**config.mk**
```make
export PLATFORM = sky130hd
export DESIGN_NAME = fppc_param_check
export DESIGN_NICKNAME = d
export VERILOG_FILES = /design/src/logic/fppc_pkg.sv /design/src/logic/fppc_param_check.sv
export SDC_FILE = /design/constraint.sdc
export NUM_CORES = 1
export LEC_CHECK = 0
export BUFFER_PORTS_ARGS = -buffer_cell sky130_fd_sc_hd__buf_2
export CAP_MARGIN = 20
export CORE_ASPECT_RATIO = 0.8
export CORE_MARGIN = 3
export CORE_UTILIZATION = 29
export CTS_BUF_LIST = sky130_fd_sc_hd__clkbuf_4
export CTS_CLUSTER_SIZE = 20
export DETAILED_ROUTE_END_ITERATION = 10
export PLACE_DENSITY = 0.48
export REMOVE_ABC_BUFFERS = 1
export SETUP_SLACK_MARGIN = 0.1
export SYNTH_ARGS = -nofsm -noshare
export SYNTH_HDL_FRONTEND = slang
export SYNTH_SLANG_ARGS = --single-unit
```
**constraint.sdc**
```tcl
create_clock -name clk -period 2.5 [get_ports clk]
set_input_delay 0.5 -clock clk [delete_from_list [all_inputs] [get_ports clk]]
set_output_delay 0.5 -clock clk [all_outputs]
set_load 0.02 [all_outputs]
```
**src/logic/fppc_pkg.sv**
```systemverilog
// How it works
// Frequency must lie between 8 and 40 MHz; otherwise the call fails.
// Caller encodes frequency as MHz times 100 in the low 16 bits.
// Caller leaves the upper 16 bits of the frequency word at zero.
// Caller passes the multiplied CPU frequency when the multiplier is used.
// Write-address error when destination is off-array or not 128-byte aligned.
// Program writes one 128-byte unit from the aligned destination address.
// The 128 bytes are read consecutively from the source start address.
// Write-data error when the source area lies inside the flash.
// Erase block 0 to 11 selects block n; others give an error.
// Block-select error bit: 0 valid block number, 1 invalid.
// Before erasing, unlock key must hold the unlock value, else key error.
// Success/fail bit: 0 normal completion, 1 abnormal completion.
// All checks finish before any array action; a failed check leaves it.
package fppc_pkg;
    // Frequency limits in units of 10 kHz (MHz times 100)
    localparam logic [15:0] FREQ_MIN       = 16'h0320; // 8.00 MHz
    localparam logic [15:0] FREQ_MAX       = 16'h0FA0; // 40.00 MHz
    localparam int          UNIT_BYTES     = 128;
    localparam int          UNIT_ADDR_BITS = 7;
    localparam logic [31:0] ERASE_LAST     = 32'h0000000B;
    localparam logic [7:0]  UNLOCK_KEY     = 8'h5A;
    // Plain defaults for the flash window; the part may differ
    localparam logic [31:0] FLASH_BASE     = 32'h00000000;
    localparam logic [31:0] FLASH_SIZE     = 32'h00080000;

    typedef enum logic [4:0] {
        ST_IDLE  = 5'h01,
        ST_CHECK = 5'h02,
        ST_PROG  = 5'h04,
        ST_ERASE = 5'h08,
        ST_DONE  = 5'h10
    } fppc_state_t;

    // Result flags handed back to firmware
    typedef struct packed {
        logic freq_error;
        logic write_address_error;
        logic write_data_error;
        logic key_error;
        logic block_select_error;
        logic success_fail;
    } fppc_result_t;

    // Byte move towards the array
    typedef struct packed {
        logic        mem_rd_en;
        logic [31:0] mem_rd_addr;
        logic        wr_en;
        logic [31:0] wr_addr;
        logic [7:0]  wr_data;
    } fppc_move_t;
endpackage

```
**src/logic/fppc_param_check.sv**
```systemverilog
module fppc_param_check #(
    parameter logic [31:0] FLASH_START = fppc_pkg::FLASH_BASE,
    parameter logic [31:0] FLASH_BYTES = fppc_pkg::FLASH_SIZE
) (
    input  wire logic                   clk,         // 100 MHz system clock
    input  wire logic                   rst_n,       // Sync reset, low
    input  wire logic                   ce,          // Clock enable
    input  wire logic                   start_prog,  // Program request pulse
    input  wire logic                   start_erase, // Erase request pulse
    input  wire logic [31:0]            cpu_general_reg_zero, // Source/block
    input  wire logic [31:0]            cpu_general_reg_one,  // Destination
    input  wire logic [31:0]            cpu_frequency_parameter, // Freq word
    input  wire logic [7:0]             flash_unlock_key,     // Key register
    input  wire logic [7:0]             mem_rd_data, // Read data, 1 cycle
    output logic                        busy,        // Operation running
    output logic                        done,        // Completion pulse
    output fppc_pkg::fppc_result_t      program_result_flags, // Outcome
    output fppc_pkg::fppc_move_t        move,        // Byte move to array
    output logic                        erase_start, // Erase pulse
    output logic [3:0]                  erase_block  // Block to erase
);
    // Refuse flash windows that the unit checks below cannot describe
    if (FLASH_BYTES == 32'h0) begin
        $error("Flash window size must not be zero");
    end
    // A size or start off the unit grid would let a unit straddle the edge
    if (FLASH_BYTES[fppc_pkg::UNIT_ADDR_BITS-1:0] != '0) begin
        $error("Flash window size must be a whole number of units");
    end
    if (FLASH_START[fppc_pkg::UNIT_ADDR_BITS-1:0] != '0) begin
        $error("Flash window must start on a unit boundary");
    end
    // The window may not wrap past the top of the address space
    if ({1'b0, FLASH_START} + {1'b0, FLASH_BYTES} >
        33'h100000000) begin
        $error("Flash window runs past the top of the address space");
    end

    typedef struct packed {
        fppc_pkg::fppc_state_t  st;
        logic                   is_erase;
        logic [31:0]            dest;
        logic [31:0]            src;
        logic [31:0]            blk;
        logic [7:0]             cnt;
        logic                   rd_pending;
        logic                   busy;
        logic                   done;
        fppc_pkg::fppc_result_t res;
        fppc_pkg::fppc_move_t   mv;
        logic                   er_start;
        logic [3:0]             er_blk;
    } fppc_regs_t;

    fppc_regs_t r;
    fppc_regs_t next_r;

    // True when an address falls inside the flash window
    function automatic logic in_flash(input logic [31:0] a);
        in_flash = (a >= FLASH_START) && ((a - FLASH_START) < FLASH_BYTES);
    endfunction

    // frequency window check
    // A nonzero upper half is treated as a bad encoding as well
    function automatic logic freq_word_bad(input logic [31:0] w);
        freq_word_bad = (w[31:16] != 16'h0000) ||
                        (w[15:0] < fppc_pkg::FREQ_MIN) ||
                        (w[15:0] > fppc_pkg::FREQ_MAX);
    endfunction

    // destination range, alignment
    function automatic logic dest_addr_bad(input logic [31:0] a);
        dest_addr_bad = !in_flash(a) ||
                        (a[fppc_pkg::UNIT_ADDR_BITS-1:0] != '0);
    endfunction

    // source outside flash
    // Both ends of the unit are tried, so a source that starts below the
    // window but runs into it, or wraps round into it, is refused too
    function automatic logic src_area_bad(input logic [31:0] a);
        src_area_bad = in_flash(a) ||
                       in_flash(a + 32'(fppc_pkg::UNIT_BYTES - 1));
    endfunction

    // Check results; addresses and block latched, frequency and key read live
    logic freq_bad;
    logic dest_bad;
    logic src_bad;
    logic blk_bad;
    logic key_bad;

    always_comb begin
        // frequency window check
        freq_bad = freq_word_bad(cpu_frequency_parameter);
        // destination range, alignment
        dest_bad = dest_addr_bad(r.dest);
        // source outside flash
        src_bad  = src_area_bad(r.src);
        // erase block range
        blk_bad  = r.blk > fppc_pkg::ERASE_LAST;
        // unlock key compare
        key_bad  = flash_unlock_key != fppc_pkg::UNLOCK_KEY;
    end

    // Sequencer: latch, check, then act only on a clean result
    always_comb begin
        next_r              = r;
        next_r.done         = 1'b0;
        next_r.er_start     = 1'b0;
        next_r.mv.mem_rd_en = 1'b0;
        next_r.mv.wr_en     = 1'b0;
        next_r.rd_pending   = r.mv.mem_rd_en;
        // Byte read last cycle returns now; write it to the array.
        // The pending bit lines the write up with the memory's one-cycle
        // latency, so source byte k lands at destination byte k while ce stays high.
        if (r.rd_pending) begin
            next_r.mv.wr_en   = 1'b1;
            next_r.mv.wr_data = mem_rd_data;
            next_r.mv.wr_addr = r.dest;
            next_r.dest       = r.dest + 32'h1;
        end
        case (r.st)
            fppc_pkg::ST_IDLE: begin
                // Erase wins if both starts come together. The frequency
                // word and key are read live in the check, so hold them.
                if (start_erase) begin
                    next_r.is_erase = 1'b1;
                    next_r.blk      = cpu_general_reg_zero;
                    next_r.busy     = 1'b1;
                    next_r.st       = fppc_pkg::ST_CHECK;
                end else if (start_prog) begin
                    next_r.is_erase = 1'b0;
                    next_r.src      = cpu_general_reg_zero;
                    next_r.dest     = cpu_general_reg_one;
                    next_r.busy     = 1'b1;
                    next_r.st       = fppc_pkg::ST_CHECK;
                end
            end
            fppc_pkg::ST_CHECK: begin
                // every check is settled before any array action
                // Flags restart from zero so nothing of the last call stays
                next_r.res = '0;
                next_r.res.freq_error = freq_bad;
                if (r.is_erase) begin
                    // block-select flag
                    next_r.res.block_select_error = blk_bad;
                    // key flag before erasure
                    next_r.res.key_error = key_bad;
                end else begin
                    // write-address flag
                    next_r.res.write_address_error = dest_bad;
                    // write-data flag
                    next_r.res.write_data_error = src_bad;
                end
                // abnormal completion
                next_r.res.success_fail = freq_bad ||
                    (r.is_erase ? (blk_bad || key_bad)
                                : (dest_bad || src_bad));
                next_r.cnt = 8'h00;
                // failed check skips the array entirely
                if (next_r.res.success_fail) begin
                    next_r.st = fppc_pkg::ST_DONE;
                end else if (r.is_erase) begin
                    next_r.st = fppc_pkg::ST_ERASE;
                end else begin
                    next_r.st = fppc_pkg::ST_PROG;
                end
            end
            fppc_pkg::ST_PROG: begin
                // Limitation: the memory's read latency does not stop with
                // ce, so dropping ce while bytes are in flight loses one;
                // keep ce high for the whole of a program.
                // 128 consecutive bytes, source to destination
                if (r.cnt < 8'(fppc_pkg::UNIT_BYTES)) begin
                    next_r.mv.mem_rd_en   = 1'b1;
                    next_r.mv.mem_rd_addr = r.src;
                    next_r.src            = r.src + 32'h1;
                    next_r.cnt            = r.cnt + 8'h01;
                end else if (!r.rd_pending && !r.mv.mem_rd_en) begin
                    next_r.st = fppc_pkg::ST_DONE;
                end
            end
            fppc_pkg::ST_ERASE: begin
                // valid number selects block n
                next_r.er_start = 1'b1;
                // Range already checked, so the low four bits suffice
                next_r.er_blk   = r.blk[3:0];
                next_r.st       = fppc_pkg::ST_DONE;
            end
            fppc_pkg::ST_DONE: begin
                // Done and busy change together, so no start slips between
                next_r.done = 1'b1;
                next_r.busy = 1'b0;
                next_r.st   = fppc_pkg::ST_IDLE;
            end
            default: begin
                // An upset state code falls back to idle
                next_r.st   = fppc_pkg::ST_IDLE;
                next_r.busy = 1'b0;
            end
        endcase
    end

    // State register; clock enable freezes everything
    // Reset ignores ce so that a frozen block can still be cleared
    always_ff @(posedge clk) begin
        if (!rst_n) begin
            r    <= '0;
            r.st <= fppc_pkg::ST_IDLE;
        end else if (ce) begin
            r <= next_r;
        end
    end

    // Every output is a register field, never logic behind one
    assign busy                 = r.busy;
    assign done                 = r.done;
    assign program_result_flags = r.res;
    assign move                 = r.mv;
    assign erase_start          = r.er_start;
    assign erase_block          = r.er_blk;
endmodule

```
== Word-level counts from Yosys, hierarchy flattened ==
Index checks and enable logic that the tools add are counted.
Storage, ports and cells
  register bits: 198
  latch bits: 0
  memory bits (writable): 0
  memory bits (read-only): 0
  input bits: 117
  output and inout port bits: 87
  word-level logic and storage cells: 104
  memories kept: 0
Operators by class
  add/subtract/negate cells: 4
  multipliers: 0
  div/mod/pow operators: 0
  order comparisons: 10
  equality and inequality tests: 12
  shifts and indexed selects: 0
  muxes and demuxes: 25
  bitwise logic cells: 1
  reduce and logical (&&, ||, !) cells: 30
Operator list (number)
  >= comparator 32 x 1 -> 1 bit (second input constant): 3
  < comparator 32 x 20 -> 1 bit (second input constant): 3
  two-way mux 32 bit: 3
  two-way mux 70 bit: 1
  two-way mux 33 bit: 2
  adder 32 x 1 -> 32 bit (second input constant): 2
  two-way mux 64 bit: 1
  one-hot mux 32 bit (2 select lines): 1
  two-way mux 41 bit: 1
  adder 32 x 7 -> 32 bit (second input constant): 1
  greater-than comparator 32 x 4 -> 1 bit (second input constant): 1
  two-way mux 5 bit: 4
  one-hot mux 5 bit (4 select lines): 1
  greater-than comparator 16 x 12 -> 1 bit (second input constant): 1
  < comparator 16 x 10 -> 1 bit (second input constant): 1
  one-hot mux 8 bit (2 select lines): 1
  nonzero test 16 bit: 1
  AND reduction 3 bit: 5
  inequality test 2 bit (second input constant): 5
  adder 8 x 1 -> 8 bit (second input constant): 1
  < comparator 8 bit (second input constant): 1
  two-way mux 8 bit: 1
  inequality test 8 x 7 -> 1 bit (second input constant): 1
  logical OR 1 bit: 7
  other kinds (20): 33

== Longest topological paths before layout ==
Gate-level depths: netlist of run 1.
  depth after elaboration: 9
  depth in mapped cells: 11
  depth with buffers taken out: 9

== Least setup slack after synthesis of run 1 ==
Ideal clock, no wire load.
  path kind: reg-to-reg
  start: register r[129] (netlist name)
  end: register r[156] (netlist name)
  library setup time: 0.130 ns
  arrival: 2.119 ns
  data required time: 2.370 ns
  setup slack: 0.250 ns
  stages on the path, launching flop included: 9
  path buffers: 0
  clock period less this slack: 2.250 ns
  path through: dfxtp_1 > ha_1 > nand3_1 > or4_4 > nor4_4 > nand4_1 > xnor2_1 > a221oi_1 > nor3_2
On the way
  cells in the longest elaborated chain, start to end: 3
RTL lines
  from (decl): line fppc_param_check.sv:55  | fppc_regs_t r;
  from (signal assigned): line fppc_param_check.sv:211  | r <= next_r;
  adder 32 x 1 -> 32 bit: line fppc_param_check.sv:177  | next_r.src = r.src + 32'h1;
  two-way mux 32 bit: line fppc_param_check.sv:174  | if (r.cnt < 8'(fppc_pkg::UNIT_BYTES)) begin
  one-hot mux 32 bit (2 select lines): line fppc_param_check.sv:122  | case (r.st)
No other way between the ends. The select of a mux whose other input is x is not followed.
A chain may end at the register's enable or synchronous reset.

== Worst setup path after layout of run 1 ==
  start: register r[131] (netlist name)
  end: register r[195] (netlist name)
On the way
  cells in the longest elaborated chain, start to end: 9
  elaborated cells between the ends (all ways): 13
  classes of those cells: 1 x add/sub; 4 x order compare; 3 x mux; 5 x reduce/logical
RTL lines
  adder 32 x 7 -> 32 bit: line fppc_param_check.sv:82  | in_flash(a + 32'(fppc_pkg::UNIT_BYTES - 1));
  >= comparator 32 x 1 -> 1 bit or < comparator 32 x 20 -> 1 bit (tied branches): line fppc_param_check.sv:60  | in_flash = (a >= FLASH_START) && ((a - FLASH_START) < FLASH_BYTES);
  logical AND 1 bit: line fppc_param_check.sv:60
  logical OR 1 bit (*): line fppc_param_check.sv:81  | src_area_bad = in_flash(a) ||
  logical OR 1 bit (*): line fppc_param_check.sv:158  | : (dest_bad || src_bad));
  two-way mux 1 bit (*): line fppc_param_check.sv:157  | (r.is_erase ? (blk_bad || key_bad)
  logical OR 1 bit (*): line fppc_param_check.sv:156  | next_r.res.success_fail = freq_bad ||
  two-way mux 5 bit (*): line fppc_param_check.sv:161  | if (next_r.res.success_fail) begin
  one-hot mux 5 bit (4 select lines) (*): line fppc_param_check.sv:122
Mark *: on every way between the ends. The rest lies on a longest branch, timed or not.

==> results of run 1 <==
[stage by stage]
stage | setup WS, ns | instance area, sq um | std cells | power [mW] | TNS (ns)
2_1_floorplan | -1.00 | 9240 | 1184 | 3.73 | -138.64
3_3_place_gp | 0.0906 | 11600 | 1946 | 4.14 | 0
3_5_place_dp | 0.0490 | 11600 | 1946 | 4.15 | 0
4_1_cts | 0.108 | 12000 | 1984 | 5.91 | 0
6_report | 0.174 | 12100 | 1988 | 5.83 | 0
5_1_grt | 0.0622 | 12100 | 1988 | 6.14 | 0
[flip-flops by register name (all words and copies together), names as in the netlist]
| name | flops |
|---|---|
| busy | 1 |
| done | 1 |
| erase_block | 4 |
| erase_start | 1 |
| move | 74 |
| program_result_flags | 6 |
| r | 111 |
[report_power, final]
part	leakage [nW]	switching, mW	internal (mW)	total [mW]
registers	1.61	0.0788	3.24	3.32
logic	2.97	0.468	0.335	0.803
clock network	0.139	1.19	0.530	1.72
[layout make-up]
type	count	area [sq um]
multi-input cells	977	5380
well taps	472	591
flip-flops and latches	198	3970
inverters	9	36.3
clock buffers	19	143
clock inverters	13	123
fillers	3858	22800
repair buffers	298	1860
diodes	2	5.00
[cell usage after synthesis (all sizes together) (10+ instances only)]
library cell / number
nor2: 84
buf: 115
nand4: 23
nor3: 27
o31ai: 10
a31oi: 16
nor4: 29
o21ai: 49
a211oi: 17
dfxtp: 198
a21oi: 178
a22oi: 12
o22ai: 13
and3: 24
nand2: 323
nand3: 43
clkbuf: 73
[kinds of logic after synthesis]
| family | share of synthesized area (%) |
|---|---|
| AOI/OAI and AO/OA | 20.1 |
| buffers and inverters | 10.8 |
| xor gates and xnor gates | 1.19 |
| DFF | 38.4 |
| muxes | 0.982 |
| adders and majority gates | 0.606 |
| and+or+nand+nor | 27.9 |
[routing by layer]
metal  track usage [%]  vias up
li1                  -     4979
met1              25.2     4714
met2              26.6      267
met3              4.07       33
met4              3.94        0
met5                 0        -
[layout by cell type (no fill, tap or decap), types with 16 or more instances in the layout]
cell,Yosys,layout
a31oi_1,16,16
clkbuf_4,0,19
nor2_1,84,83
nand3_1,39,38
buf_4,90,79
dfxtp_1,198,191
nand2_1,323,323
o21ai_0,45,44
nor3_1,23,21
nand4_1,22,22
buf_2,20,203
and3_1,24,24
a21oi_1,177,176
[worst min-delay path: stages]
cell	delay [ns]
buf_2	0.10
nand2_1	0.04
a21oi_1	0.05
[what timing repair did]
action,4_1_cts,5_1_grt
gates resized for setup,3,30
cloned,0,0
setup endpoints to repair,4,16
hold buffers,6,1
pin swaps,0,8
hold endpoints to repair,6,1
setup buffers,0,1
[path summary, 6_finish.rpt]
| path | start | end | slack [ns] | cells past startpoint |
|---|---|---|---|---|
| worst max-delay path | r[131] | r[195] | 0.17 | 8 |
| worst min-delay path | mem_rd_data[4] | move[4] | 0.07 | 3 |
| worst max register to register | r[131] | r[195] | 0.17 | 8 |
| worst min register to register | move[18] | move[18] | 0.46 | 2 |
==> flow_summary.yaml, run 1 <==
status:
  run_status: "finished, final reports clean"
critical_path:
  path_buf_inv: 1
  cp_cell_sequence: "nor3_2 > nand3_2 > and3_1 > a31oi_1 > nor4_4 > buf_4 > a2111o_1 > o21ai_1"
  slowest_stage: "dfxtp_1"
  critPathTopFamily: "simple AND/OR/NAND/NOR gates"
  cp-end-kind: "register"
  slowest_delay_ns: 0.40
  crit_arrival_ns: 2.92
  crit_path_start_kind: "register"
  criticalPathCategory: "reg2reg"
  cp.required_ns: 3.09
  crit_fanout: 6
pwr:
  peakVddDrop_mv: 0.231
  leakage_nw: 4.71
  power_density_nw_per_um2: 482
routing:
  met1_length_microns: 16800
  vias: 9993
  first_pass_iters: 5
  ant_nets: 0
  routed_wl_microns: 33900
  vias_per_cell: 5.03
  top_layer: "met4"
  wl_per_cell_microns: 17.1
  wl_met3_microns: 1990
  wl_met2_microns: 14600
  drc_errors: 0
  drt-initial-drc-count: 564
layout:
  layout-drive-gt1-share_pct: 25.7
  post-route-util_pct: 34.6
  area_delta_synth_final_pct: 17.3
  num-nets-final: 1623
floorplanning:
  fp.dieH_microns: 175
  core_sq_um: 35000
  die_area_sq_um: 37900
  initial_core_util_pct: 29.5
  num_rows: 61
  die_x_microns: 217
  top_level_ports: 204
place:
  dp_hpwl_microns: 24600
  place.port_buffers: 203
  gp_congestion: 0.886
logic_synthesis:
  syn-mean-instance-area_sq_um: 7.53
  synth_area_leaders: "dfxtp_1, nand2_1, a21oi_1, buf_4, nor2_1"
  syn_inst: 1372
  ys.flop_type: "dfxtp_1"
  yosysSeqAreaShare_pct: 38.4
  synth_area_sq_um: 10300
  synth_area_leader_cell: "dfxtp_1"
  ys_types: 72
  synth.yosys.warnings: 0
  ys_ff_latch: 198
  async_flop_share_pct: 0
  synth_top_area_share_pct: 38.4
  synth-edff-count: 0
run:
  maxCapViolations: 0
global_routing:
  grt_pass1_wl_microns: 52800
  grtUsageTotal_pct: 17.5
  grt_pass1_vias: 9427
  grt_remaining_overflow: 0
  antenna_found_initial: 3
  grt_start_max_net_pins: 59
sta:
  rsz0062_at_grt: "yes"
  fin_hold_ws_ns: 0.0741
  post-route-period-util_pct: 93.0
  max_freq_ghz: 0.430
  final_max_slew_viol_count: 0
  hold_viol: 0
  tightestPinTransition_ns: 0.524
  fin_crit_ns: 2.33
  slew_headroom_pct: 65.1
  skew_ns: 0.0379
  setup_viol: 0
clock_tree:
  cts.root.buffer_cell: "clkbuf_4"
  cts_max_path_buffers: 2
  clk_pin_slew_ns: 0.18
  htree_levels: 4
  cts_buffers: 17
  cts_tree: "done"
  insertion_delay_ns: 0.65
  clock_sinks: 198
hold_path:
  hp-class: "in2reg"
(Power assumes the default switching activity.)
==> inputs of run 2 (changes only) <==
- RECOVER_POWER: default -> 25
- REMOVE_ABC_BUFFERS: 1 -> default
==> run 2 against run 1 <==
The flow now finishes with violations (capacitance limit, slew limit). Critical path depth decreased by 4. Setup slack worse by 0.037 ns. Sequential share of layout area grew 0.31 points. Clock power increased by 2%. Non-clock buffer count is 3 lower. Power is 0.40% higher. Clock skew increased by 0.0020 ns. Via count fell by 0.67%. Highest routed layer unchanged.
==> flow_summary.yaml, run 2 (synthesized netlist as in run 1, its figures left out) <==
routing:
  drc_errors: 0
  wl_per_cell_microns: 17.7
  routed_wl_microns: 35200
  ant_nets: 0
  first_pass_iters: 8
  vias_per_cell: 5.00
  vias: 9926
  drt-initial-drc-count: 908
sta:
  hold_viol: 0
  fin_hold_ws_ns: 0.104
  setup_viol: 0
  fin_tns_setup_ns: 0
  max_freq_ghz: 0.423
  slew_headroom_pct: -7.70
  post-route-period-util_pct: 94.5
  skew_ns: 0.0399
  fin_crit_ns: 2.36
  tightestPinTransition_ns: 1.61
  worst_slack_ns: 0.137
  rsz0062_at_grt: "yes"
  final_max_slew_viol_count: 79
hold_path:
  hp-class: "in2reg"
  hold_end: "move[0]"
  min_from: "mem_rd_data[0]"
  holdPathStages: 3
layout:
  num-nets-final: 1620
  layout_common_cells: "nand2_1, dfxtp_1, buf_2, a21oi_1, nor2_1"
  layout_commonest_cell: "nand2_1"
  max_flop_register: "r"
  layout-drive-gt1-share_pct: 24.9
  largest_register_ffs: 111
  area_delta_synth_final_pct: 16.5
critical_path:
  crit_path_start_kind: "primary input"
  slowest_delay_ns: 1.22
  critPathTopFamily: "buffers and inverters"
  r2r-start: "r[129]"
  criticalPathCategory: "in2reg"
  crit_fanout: 79
  path_buf_inv: 3
  cp_cell_sequence: "buf_2 > clkinvlp_4 > buf_4 > a211oi_1"
  cp-end-kind: "register"
  reg2reg_setup_slack_ns: 0.16
  cp.required_ns: 3.04
  crit_arrival_ns: 2.90
  reg2reg_depth: 8
  slowest_stage: "clkinvlp_4"
  r2r-end: "r[156]"
pwr:
  power_density_nw_per_um2: 487
  power_mw: 5.86
  peakVddDrop_mv: 0.288
  leakage_nw: 4.62
global_routing:
  grt_remaining_overflow: 0
  antenna_found_initial: 3
  grt_pass1_wl_microns: 53900
  grt_pass1_vias: 9095
  grtUsageTotal_pct: 17.9
  grt_start_max_net_pins: 80
floorplanning:
  die_area_sq_um: 37900
  num_rows: 61
  die_x_microns: 217
  initial_core_util_pct: 29.5
  fp.dieH_microns: 175
  core_sq_um: 35000
  top_level_ports: 204
clock_tree:
  postCtsSetupBuffers: 0
  cts_tree: "done"
  cts_max_path_buffers: 2
  insertion_delay_ns: 0.63
  htree_levels: 4
  cts_buffers: 17
  clk_pin_slew_ns: 0.19
  cts.root.buffer_cell: "clkbuf_4"
  clock_sinks: 198
place:
  dp_slack_ns: 0.0366
  place.port_buffers: 203
  dp_hpwl_microns: 25500
  gp_congestion: 0.866
status:
  run_status: "complete, but fails checks"
  violations: "capacitance limit, slew limit"
run:
  maxCapViolations: 1
logic_synthesis:
  syn_nets: 1494
-- run 2: changes by cell type in the layout (fill, tap and decap cells not counted), sizes merged --
cell | previous run | this run
dlygate4sd3 | 7 | 0
bufinv | 1 | 0
diode | 2 | 3
clkinv | 4 | 2
clkinvlp | 3 | 2
clkbuf | 19 | 39
inv | 14 | 19
buf | 291 | 274
-- run 2: metrics by stage --
stage,std cells,cell area [sq um],util [%]
floorplan,1372,10300,-
global placement,1951,11700,33.3
detailed placement,1951,11700,33.3
CTS,1983,12000,34.2
global route,1986,12000,34.4
finish,1986,12000,34.4
-- run 2: worst reg2reg max path: stages, from the launching register on --
cell      delay (ns)
dfxtp_4         0.42
ha_1            0.20
nand3_1         0.12
or4_4           0.56
nor4_4          0.27
nand4_1         0.15
xnor2_1         0.17
a221oi_2        0.26
nor3_2          0.05
-- run 2: cell type report --
type	instances	area, sq um
fillers	3847	22900
multi-input cells	977	5380
flip-flops and latches	198	3980
repair buffers	295	1760
well taps	472	591
clock buffers	18	135
clock inverters	14	128
inverters	9	37.5
diodes	3	7.51
-- run 2: worst max-delay path by stage --
stage	startpoint	end	slack (ns)	cells after the start
2_1_floorplan	r[129]	r[156]	0.25	8
3_3_place_gp	r[184]	r[197]	0.16	7
3_5_place_dp	r[161]	r[197]	0.04	9
4_1_cts	r[161]	r[196]	0.11	9
5_1_grt	r[129]	r[158]	0.03	9
6_report	rst_n	r[180]	0.14	4
-- run 2: routing by layer --
| metal | vias to the layer above | share of wire (%) | track usage (%) |
|---|---|---|---|
| met5 | - | 0 | 0 |
| met4 | 0 | 1.1 | 3.69 |
| met3 | 27 | 7.3 | 4.36 |
| met2 | 301 | 40 | 24.5 |
| met1 | 4614 | 52 | 28.0 |
| li1 | 4984 | - | - |
-- run 2: report_power, final --
part           switching, mW  total (mW)  internal, mW
Combinational          0.463       0.777         0.314
Sequential            0.0826        3.32          3.24
Clock                   1.30        1.76         0.455
-- run 2: timing repair --
item                       4_1_cts  5_1_grt
pin swaps                        1        4
gates resized for setup          9       26
hold buffers                     0        0
setup endpoints to repair        5       17
